`src/common/pot_cmd_map.vh`:
```
// register encodings and timing constants for the pot command unit
`ifndef POT_CMD_MAP_VH
`define POT_CMD_MAP_VH
// identification byte
// device type code; the value is arbitrary
`define TYPE_CODE 4'ha
`define ID_FIXED_ZERO 2'h0
// opcodes, instruction byte bits 7:5
`define OP_STATUS 3'h2
`define OP_READ_WIPER 3'h4
`define OP_WRITE_WIPER 3'h5
`define OP_READ_STORED 3'h5
`define OP_WRITE_STORED 3'h6
`define OP_COPY_TO_WIPER 3'h6
`define OP_COPY_TO_STORED 3'h7
`define STATUS_TAIL 2'h1
// frame lengths in bits
`define BITS_SHORT 6'h10
`define BITS_LONG 6'h20
`define BITS_ID 6'h08
// nonvolatile write time, microseconds, and clock rate in MHz
`define NV_WRITE_US 10000
`define CLK_MHZ 200
// wiper settle time in ns
`define SETTLE_NS 200
`define WIDTH_POS 10
`define RESET_POS 10'h000
`endif

```
`src/rtl/tap_decoder.v`:
```
// one-hot tap switch decoder
`timescale 1ns/1ps
module tap_decoder #(
    parameter W = 10
) (
    input wire clk,
    input wire rst,
    input wire [W-1:0] pos,
    output reg [(1<<W)-1:0] taps
);
    // =========================================
    // decode
    genvar i;
    generate
        for (i = 0; i < (1<<W); i = i + 1) begin : g_tap
            always @(posedge clk) begin
                if (rst)
                    taps[i] <= (i == 0);
                else
                    taps[i] <= (pos == i);
            end
        end
    endgenerate
endmodule

```
`src/rtl/spi_pot_command_unit.v`:
```
// serial command decoder and registers of the digital potentiometer
//
// Operation
// - sample serial input on clock rising
// - wiper decodes to exactly one tap
// - wiper changed only by write, copy, power-up
// - four nonvolatile ten-bit stored registers
// - stored register change takes nonvolatile write time
// - busy bit set during nonvolatile write
// - first byte upper nibble is type code
// - address bit must match address pin
// - last id bit: 1 read, 0 write
// - opcode top three bits, two select bits
// - wiper read 100, write 101
// - stored read 101, write 110
// - copy to wiper 110, to stored 111
// - status read returns busy bit
// - register commands are four bytes
// - copy commands are two bytes
// - copy to stored is nonvolatile; wiper settles
// - nonvolatile save starts at select rise
// - serial output driven only for read data
// - read data shifted on clock falling
// - deselected: output off, standby
// - pause freezes sequence without reset
// - write lock low blocks nonvolatile writes
`timescale 1ns/1ps
`include "pot_cmd_map.vh"
module spi_pot_command_unit #(
    parameter W = `WIDTH_POS,
    parameter NV_CYCLES = `NV_WRITE_US * `CLK_MHZ,
    parameter SETTLE_CYCLES = (`SETTLE_NS * `CLK_MHZ) / 1000
) (
    input wire clk,
    input wire rst,
    input wire sck,
    input wire si,
    input wire cs_n,
    input wire hold_n,
    input wire wp_n,
    input wire slave_addr_bit,
    output reg so_out,
    output reg so_oe_n,
    output reg write_status_reg,
    output reg [W-1:0] wiper_position_reg,
    output wire [(1<<W)-1:0] tap_select
);
    // =========================================
    // input synchronisers
    reg [5:0] sync1;
    reg [5:0] sync2;
    reg sck_d;
    always @(posedge clk) begin
        sync1 <= {sck, si, cs_n, hold_n, wp_n, slave_addr_bit};
        sync2 <= sync1;
    end
    // only the second stage is read, the first may be metastable
    wire sck_q = sync2[5];
    wire si_q = sync2[4];
    wire cs_q = sync2[3];
    wire hold_q = sync2[2];
    wire wp_q = sync2[1];
    wire addr_q = sync2[0];
    always @(posedge clk) begin
        if (rst)
            sck_d <= 1'b0;
        else
            sck_d <= sck_q;
    end
    wire active = !cs_q && hold_q;
    wire rise = active && sck_q && !sck_d;
    wire fall = active && !sck_q && sck_d;

    // =========================================
    // frame state
    localparam S_IDLE = 4'b0001;
    localparam S_RECV = 4'b0010;
    localparam S_DROP = 4'b0100;
    localparam S_DONE = 4'b1000;
    reg [3:0] state;
    reg [5:0] count;
    reg [7:0] id_byte;
    reg [7:0] instr;
    reg [15:0] data;
    reg [15:0] out_sr;
    reg reading;
    reg [W-1:0] stored_position_reg [0:3];
    reg [W-1:0] pending_val;
    reg [1:0] pending_sel;
    reg pending_nv;
    reg [31:0] nv_count;
    reg [15:0] settle_count;
    reg [W-1:0] settle_val;
    reg settling;
    // settle count is cut to sixteen bits on purpose
    wire [31:0] settle_init = SETTLE_CYCLES;

    wire [2:0] opcode = instr[7:5];
    wire reg_select_hi = instr[3];
    wire reg_select_lo = instr[2];
    wire [1:0] sel = {reg_select_hi, reg_select_lo};
    wire dir_read = id_byte[0];
    // instruction byte is complete when count reaches 16
    wire [7:0] next_instr = {instr[6:0], si_q};
    wire [2:0] nop = next_instr[7:5];
    wire [1:0] nsel = next_instr[3:2];
    wire sel_zero = (next_instr[3:2] == 2'h0);
    wire tail_ok = (next_instr[1:0] == 2'h0) && !next_instr[4];
    wire is_status = dir_read && nop == `OP_STATUS && sel_zero
                     && next_instr[1:0] == `STATUS_TAIL;
    wire busy = write_status_reg;

    always @(posedge clk) begin
        if (rst) begin
            state <= S_IDLE;
            count <= 6'h00;
            id_byte <= 8'h00;
            instr <= 8'h00;
            data <= 16'h0000;
            out_sr <= 16'h0000;
            reading <= 1'b0;
            so_oe_n <= 1'b1;
            so_out <= 1'b0;
            pending_nv <= 1'b0;
            pending_sel <= 2'h0;
            pending_val <= `RESET_POS;
            settling <= 1'b0;
            settle_val <= `RESET_POS;
            settle_count <= 16'h0000;
            wiper_position_reg <= `RESET_POS;
            write_status_reg <= 1'b0;
            nv_count <= 32'h0;
            stored_position_reg[0] <= `RESET_POS;
            stored_position_reg[1] <= `RESET_POS;
            stored_position_reg[2] <= `RESET_POS;
            stored_position_reg[3] <= `RESET_POS;
        end else begin
            if (cs_q) begin
                state <= S_IDLE;
                count <= 6'h00;
                reading <= 1'b0;
                so_oe_n <= 1'b1;
                // save on select rise, lock, timing
                if (pending_nv && wp_q && !busy) begin
                    stored_position_reg[pending_sel] <= pending_val;
                    write_status_reg <= 1'b1;
                    nv_count <= NV_CYCLES - 1;
                end
                pending_nv <= 1'b0;
            end else if (rise && (state == S_IDLE || state == S_RECV)) begin
                state <= S_RECV;
                count <= count + 6'h01;
                if (count < `BITS_ID) begin
                    id_byte <= {id_byte[6:0], si_q};
                end else if (count < `BITS_SHORT) begin
                    instr <= next_instr;
                end else begin
                    data <= {data[14:0], si_q};
                end
                if (count == `BITS_ID - 6'h01) begin
                    if (id_byte[6:3] != `TYPE_CODE
                        || id_byte[2:1] != `ID_FIXED_ZERO
                        || id_byte[0] != addr_q)
                        state <= S_DROP;
                end
                if (count == `BITS_SHORT - 6'h01) begin
                    if (busy && !is_status) begin
                        state <= S_DROP;
                    end else if (is_status) begin
                        reading <= 1'b1;
                        out_sr <= {15'h0000, busy};
                    end else if (!tail_ok) begin
                        state <= S_DROP;
                    end else if (dir_read && nop == `OP_READ_WIPER
                                 && sel_zero) begin
                        reading <= 1'b1;
                        out_sr <= {6'h00, wiper_position_reg};
                    end else if (dir_read && nop == `OP_READ_STORED) begin
                        reading <= 1'b1;
                        out_sr <= {6'h00, stored_position_reg[nsel]};
                    end else if (dir_read && nop == `OP_COPY_TO_WIPER) begin
                        // copy to wiper, settle, two bytes
                        settle_val <= stored_position_reg[nsel];
                        settling <= 1'b1;
                        settle_count <= settle_init[15:0];
                        state <= S_DONE;
                    end else if (!dir_read && nop == `OP_COPY_TO_STORED) begin
                        pending_val <= wiper_position_reg;
                        pending_sel <= nsel;
                        pending_nv <= 1'b1;
                        state <= S_DONE;
                    end else if (!dir_read
                                 && !(nop == `OP_WRITE_WIPER && sel_zero)
                                 && nop != `OP_WRITE_STORED) begin
                        state <= S_DROP;
                    end
                end
                if (count == `BITS_LONG - 6'h01) begin
                    state <= S_DONE;
                    reading <= 1'b0;
                    if (!dir_read && opcode == `OP_WRITE_WIPER)
                        wiper_position_reg <= {data[W-2:0], si_q};
                    else if (!dir_read && opcode == `OP_WRITE_STORED) begin
                        pending_val <= {data[W-2:0], si_q};
                        pending_sel <= sel;
                        pending_nv <= 1'b1;
                    end
                end
            end else if (rise) begin
                // extra bits after a finished frame cancel its pending save
                if (state == S_DONE && !reading)
                    pending_nv <= 1'b0;
            end
            // drive only while reading, on fall
            if (!cs_q && fall && reading && count >= `BITS_SHORT) begin
                so_oe_n <= 1'b0;
                so_out <= out_sr[15];
                out_sr <= {out_sr[14:0], 1'b0};
            end else if (!reading || state == S_DROP) begin
                so_oe_n <= 1'b1;
            end
            if (write_status_reg && !cs_q) begin
                if (nv_count == 32'h0)
                    write_status_reg <= 1'b0;
                else
                    nv_count <= nv_count - 32'h1;
            end else if (write_status_reg) begin
                if (nv_count == 32'h0)
                    write_status_reg <= 1'b0;
                else if (!(pending_nv && wp_q))
                    nv_count <= nv_count - 32'h1;
            end
            if (settling) begin
                if (settle_count == 16'h0000) begin
                    settling <= 1'b0;
                    wiper_position_reg <= settle_val;
                end else begin
                    settle_count <= settle_count - 16'h0001;
                end
            end
        end
    end

    // =========================================
    // tap switches
    tap_decoder #(.W(W)) u_taps (
        .clk(clk),
        .rst(rst),
        .pos(wiper_position_reg),
        .taps(tap_select)
    );
endmodule

```
`config.mk`:
```
export PLATFORM = sky130hd
export DESIGN_NAME = spi_pot_command_unit
export DESIGN_NICKNAME = d
export VERILOG_FILES = /design/src/rtl/tap_decoder.v /design/src/rtl/spi_pot_command_unit.v
export VERILOG_INCLUDE_DIRS = /design/src /design/src/common
export SDC_FILE = /design/constraint.sdc
export NUM_CORES = 2
export LEC_CHECK = 0
export BUFFER_PORTS_ARGS = -buffer_cell sky130_fd_sc_hd__buf_2
export CAP_MARGIN = 20
export CORE_AREA = 2 2 411 413
export CTS_CLUSTER_SIZE = 25
export DETAILED_ROUTE_END_ITERATION = 10
export DIE_AREA = 0 0 413 415
export GPL_TIMING_DRIVEN = 0
export RECOVER_POWER = 50
export SYNTH_ARGS = -nofsm -noshare
export SYNTH_HDL_FRONTEND = slang
export SYNTH_SLANG_ARGS = --single-unit
```
`constraint.sdc`:
```
create_clock -name clk -period 2.7 [get_ports clk]
set_clock_uncertainty 0.15 [all_clocks]
set_input_delay 0.135 -clock clk [delete_from_list [all_inputs] [get_ports clk]]
set_output_delay 0.135 -clock clk [all_outputs]
set_load 0.02 [all_outputs]
```
After elaboration in Yosys (flattened, before gate mapping)
Memory sizes are Yosys's and may differ from the RTL's. A register that Yosys moved wholly into a read port is not among the register bits.
Cells that the tools add are included.
{ "classes": {"n_addsub": 3, "n_lt_le_gt_ge": 3, "eq_ne": 1044, "n_mux": 118, "bitwise_logic": 7, "n_reduce_logical": 71} }
{ "ops": {"columns": ["op", "count"], "rows": [
  ["10-bit equality test (second input constant)", 512],
  ["10-bit by 9-bit equality test with 1-bit output (second input constant)", 256],
  ["10-bit by 8-bit equality test with 1-bit output (second input constant)", 128],
  ["10-bit by 7-bit equality test with 1-bit output (second input constant)", 64],
  ["10-bit by 6-bit equality test with 1-bit output (second input constant)", 32],
  ["16-bit two-way mux", 20],
  ["32-bit two-way mux", 7],
  ["10-bit two-way mux", 18],
  ["10-bit by 5-bit equality test with 1-bit output (second input constant)", 16],
  ["10-bit by 4-bit equality test with 1-bit output (second input constant)", 8],
  ["1-bit two-way mux", 47],
  ["10-bit by 3-bit equality test with 1-bit output (second input constant)", 4],
  ["4-bit two-way mux", 10],
  ["32-bit zero test", 1],
  ["32-bit by 1-bit subtractor with 32-bit output (second input constant)", 1],
  ["1-bit logical AND", 28],
  ["2-bit two-way mux", 14],
  ["10-bit by 2-bit equality test with 1-bit output (second input constant)", 2],
  ["3-bit equality test (second input constant)", 6],
  ["16-bit zero test", 1],
  ["16-bit by 1-bit subtractor with 16-bit output (second input constant)", 1],
  ["2-bit nonzero test", 7],
  ["6-bit AND reduction", 2],
  ["3-bit nonzero test", 4],
  ["other kinds (32)", 57]
]} }
{ "totals": {"reg_bits": 1173, "ramBits": 40, "input_bits": 8, "out_inout_bits": 1037, "n_memories": 1} }
{ "mem_list": {"columns": ["memory", "depth", "word_bits", "read_ports", "rd_ports_with_merged_regs", "wr", "line", "rtl"], "rows": [
  ["stored_position_reg", 4, 10, 1, 1, 4, "spi_pot_command_unit.v:87", "reg [W-1:0] stored_position_reg [0:3];"]
]} }

Longest topological paths before layout
{ "depth": {"word_depth": 15, "ltp_mapped": 9} }

Hierarchy
Synthesis repeated with hierarchy kept, for this count alone.
{ "unflattened": {"hier_cells": 3326, "hier_area_um2": 37548.5} }
{ "modules_own_cells": {"columns": ["mod", "n_inst", "cells_per_inst", "area_per_inst_um2"], "rows": [
  ["tap_decoder", 1, 2430, 28653.7],
  ["spi_pot_command_unit", 1, 896, 8894.8]
]} }

Worst setup path before layout
No wires, ideal clock.
{ "synth_path": {"path_kind": "register to register", "from": "register nv_count[7]", "to": "register nv_count[18]", "setup_ns": 0.116, "t_arrival_ns": 2.452, "required_ns": 2.434, "setup_slack_ns": -0.018, "stages_incl_launch_ff": 9, "path_buffers": 2, "path_cell_list": "dfxtp_1 -> or4_1 -> buf_2 -> or4_4 -> nor4_2 -> buf_2 -> o21ai_0 -> a21boi_0 -> o211a_1"} }
{ "synth_between": {"elab_chain_len": 5, "elab_cells_between_ends": 7} }
{ "synth_rtl": {"columns": ["item", "line", "rtl"], "rows": [
  ["start, declared", "spi_pot_command_unit.v:91", "reg [31:0] nv_count;"],
  ["start signal, assigned", "spi_pot_command_unit.v:147", "nv_count <= NV_CYCLES - 1;"],
  ["start signal, assigned", "spi_pot_command_unit.v:226", "nv_count <= nv_count - 32'h1;"],
  ["start signal, assigned", "spi_pot_command_unit.v:231", "nv_count <= nv_count - 32'h1;"],
  ["32-bit by 1-bit subtractor with 32-bit output", "spi_pot_command_unit.v:226, spi_pot_command_unit.v:231", null],
  ["32-bit two-way mux", "spi_pot_command_unit.v:230", "else if (!(pending_nv && wp_q))"],
  ["32-bit two-way mux", "spi_pot_command_unit.v:228", "if (nv_count == 32'h0)"],
  ["32-bit two-way mux", "spi_pot_command_unit.v:227", "end else if (write_status_reg) begin"],
  ["32-bit two-way mux (*)", "spi_pot_command_unit.v:222", "if (write_status_reg && !cs_q) begin"]
]} }
Mark *: on every way between the ends. The rest lies on a longest branch, timed or not.
A chain may end at the register's enable or synchronous reset.

Final worst setup path
{ "layout_path": {"from": "register nv_count[6]", "to": "register nv_count[27]"} }
The elaborated chain is that of the path after synthesis.

==> flow_metrics.env <==
export IMPL_status="complete, but fails checks"
export IMPL_violations="negative setup slack"
export IMPL_drive_above_1_share_pct=10.4
export IMPL_hold_class="flip-flop to flip-flop"
export IMPL_chipHeight_um=415
export IMPL_report_final_slew_viol_count=0
export IMPL_drt_vias_per_instance=4.29
export IMPL_cts_tree="built"
export IMPL_critPathArrivalTime_ns=3.42
export IMPL_antenna_found_initial=13
export IMPL_grt_pass1_vias=28194
export IMPL_coreArea_um2=167000
export IMPL_stdcell_count=6936
export IMPL_grt_start_max_net_pins=19
export IMPL_max_cap_violations=0
export IMPL_synth_avg_cell_area_um2=10.2
export IMPL_die_w_um=413
export IMPL_synth_edf_count=40
export IMPL_synthCells=3393
export IMPL_cts_clk_slew_worst_paths_ns=0.06
export IMPL_max_slew_margin_pct=36.5
export IMPL_ys_seq_area_share_pct=71.3
export IMPL_synth_main_ff_cell="dfxtp_1"
export IMPL_ys_seq_elements=1215
export IMPL_drtPass1Iterations=6
export IMPL_cp_cell_sequence="or4_4, or4_4, or4b_4, a311oi_4, buf_6, a21o_1, a21o_1"
export IMPL_post_route_drc_count=0
export IMPL_start_util_pct=20.8
export IMPL_setup_tns_ns=-1.69
export IMPL_post_route_cell_area_um2=47300
export IMPL_syn_num_nets=3405
export IMPL_cp_end_kind="flip-flop"
export IMPL_io_pins=1045
export IMPL_synthArstFlopShare_pct=0
export IMPL_dieArea_um2=171000
export IMPL_wl_per_cell_um=25.0
export IMPL_slowest_delay_ns=0.57
export IMPL_cp_buffers_inverters=1
export IMPL_grt_pass1_wl_um=228000
export IMPL_routed_wl_um=173000
export IMPL_dpl_cell_count=6668
export IMPL_crit_required_ns=3.26
export IMPL_cts_root_buf="clkbuf_16"
export IMPL_reg2reg_from="nv_count[6]$_SDFF_PP0_"
export IMPL_rsz0062_at_grt="true"
export IMPL_power_density_nw_per_um2=776
export IMPL_clk_path_buf_depth=3
export IMPL_setup_violations=30
export IMPL_worstSkewPairLatency_ns=0.77
export IMPL_cp_max_fo=5
export IMPL_htreeDepth=3
export IMPL_vias=29754
export IMPL_min_to="sync2[3]$_DFF_P_"
export IMPL_vdd_drop_max_uv=707
export IMPL_regToRegEndpoint="nv_count[27]$_SDFF_PP0_"
export IMPL_r2r_cells=7
export IMPL_port_buffers=1044
export IMPL_min_from="sync1[3]$_DFF_P_"
export IMPL_hold_violations=0
export IMPL_ant_nets=0
export IMPL_nets=4635
export IMPL_max_freq_mhz=350
export IMPL_fin_ws_ns=-0.161
export IMPL_startpoint="nv_count[6]$_SDFF_PP0_"
export IMPL_period_needed_ns=2.86
export IMPL_dpl_cell_area_um2=43100
export IMPL_cts_buffers=120
export IMPL_gp_congestion=0.897
export IMPL_start_kind="flip-flop"
export IMPL_reg2reg_slack_ns=-0.16
export IMPL_largest_reg_flops=1024
export IMPL_hpwl_um=133000
export IMPL_post_route_util_pct=28.4
export IMPL_area_growth_pct=36.3
export IMPL_worstHoldPathCells=0
export IMPL_slowest_stage="or4b_4"
export IMPL_clock_sink_count=1215
export IMPL_post_route_period_util_pct=106
export IMPL_synth_cell_types=71
export IMPL_fill_cells=18044
export IMPL_cp_top_family="simple AND/OR/NAND/NOR gates"
export IMPL_critical_path_class="flip-flop to flip-flop"
export IMPL_synthesis_area_um2=34700
export IMPL_drt_iter0_drc=2429
export IMPL_std_cell_rows=150
export IMPL_grt_use_total_pct=19.2
export IMPL_worst_pin_slew_ns=0.946
export IMPL_p_leak_nw=16.8
export IMPL_grt_overflow=0
export IMPL_yosys_warnings=0
export IMPL_hold_slack_ns=0.176
[kinds of logic (layout without fill, tap and decap cells)]
logic type      after synthesis  in the layout  share of synthesized area (%)
fa+ha+maj                     4              4                          0.144
other cells                   0              5                              0
mux                          63             63                           2.18
buf+inv                     216           1549                           2.37
simple gates               1707           1708                           20.2
compound gates              182            182                           3.67
xor+xnor                      6              6                          0.152
flops                      1215           1215                           71.3
[placed cells by master, fill, tap and decap left out, types with 32 or more instances in the layout]
cell type  count
clkbuf_1    1162
nand3_1       36
dfxtp_1     1168
nor3_1        32
mux2i_1       52
clkbuf_16    121
nand2_1      318
clkbuf_2      63
and2_1        33
edfxtp_1      40
a21oi_1       40
nor2_1      1108
clkbuf_8      38
[per-stage QoR]
stage	worst slack [ns]	total power, mW
floorplan	0.00177	18.7
global placement	-2.78	18.8
detailed placement	-1.37	18.9
CTS	-0.117	36.9
global route	-0.201	37.6
finish	-0.161	36.7
[per-layer routing]
| metal | wire length [µm] | vias up | global-route usage, % |
|---|---|---|---|
| met5 | 0 | - | 0 |
| met4 | 6920 | 0 | 7.51 |
| met3 | 13100 | 277 | 4.20 |
| met2 | 84300 | 1505 | 32.9 |
| met1 | 69000 | 14619 | 23.2 |
| li1 | - | 13353 | - |
[cell usage after synthesis (all sizes together) (3+ instances only)]
library cell | instances | share of area, %
a31oi | 7 | 0.13
a221oi | 4 | 0.10
nand4 | 16 | 0.29
clkbuf | 191 | 2.1
o21a | 4 | 0.087
o311ai | 3 | 0.076
nand2 | 328 | 3.6
and3 | 12 | 0.22
o22ai | 9 | 0.16
ha | 4 | 0.14
nand4b | 4 | 0.10
mux2i | 52 | 1.5
xor2 | 4 | 0.10
o21ai | 21 | 0.30
a22oi | 10 | 0.22
dfxtp | 1175 | 68
o211a | 4 | 0.12
nor4 | 13 | 0.27
and2 | 33 | 0.60
or4 | 9 | 0.23
a211oi | 25 | 0.56
nand2b | 15 | 0.27
buf | 17 | 0.22
mux4 | 10 | 0.65
a21o | 5 | 0.11
o221a | 5 | 0.16
o211ai | 3 | 0.065
nand3 | 41 | 0.59
nor3b | 7 | 0.15
nor4b | 5 | 0.13
or2 | 9 | 0.16
inv | 8 | 0.087
a311oi | 12 | 0.32
edfxtp | 40 | 3.5
a21oi | 44 | 0.64
nor2 | 1142 | 12
nor3 | 47 | 0.68
o31ai | 6 | 0.13
a21boi | 5 | 0.11
nor2b | 3 | 0.054
or3 | 11 | 0.20
[worst register-to-register path, stage by stage, from the launching register on]
cell and delay [ns]:
dfxtp_4 0.34, or4_4 0.56, or4_4 0.53, or4b_4 0.57, a311oi_4 0.31, buf_6 0.16, a21o_1 0.09, a21o_1 0.09
[repair_timing]
item | CTS | global route
cloned | 1 | 1
gates resized for setup | 203 | 92
pin swaps | 18 | 20
endpoints found under the hold margin | 18 | 0
setup buffers | 24 | 6
hold buffers | 13 | 0
setup endpoints to repair | 1114 | 195
[final cells by class]
cell class | instances | area [µm²] | area share, %
Buffer | 200 | 1040 | 2.19
Inverter | 8 | 30.0 | 0.0636
Clock buffer | 173 | 3490 | 7.40
Tap cell | 2204 | 2760 | 5.84
Antenna cell | 5 | 12.5 | 0.0265
Clock inverter | 53 | 827 | 1.75
Sequential cell | 1215 | 24700 | 52.3
Multi-Input combinational cell | 1963 | 9690 | 20.5
Timing Repair Buffer | 1115 | 4670 | 9.88
[worst max path at each step]
stage,to,slack (ns),cells after the start
2_1_floorplan,nv_count[28]$_SDFF_PP0_,0.002,7
3_3_place_gp,u_taps.taps[496]$_SDFF_PP0_,-2.78,5
3_5_place_dp,u_taps.taps[999]$_SDFF_PP0_,-1.37,6
4_1_cts,nv_count[26]$_SDFF_PP0_,-0.12,7
5_1_grt,nv_count[26]$_SDFF_PP0_,-0.20,7
6_report,nv_count[27]$_SDFF_PP0_,-0.16,7
[power breakdown]
| group | switching (mW) | internal, mW |
|---|---|---|
| clock | 7.58 | 10.5 |
| sequential | 0.0202 | 18.0 |
| combinational | 0.327 | 0.161 |
No activity file was read; power rests on OpenSTA's default activity.
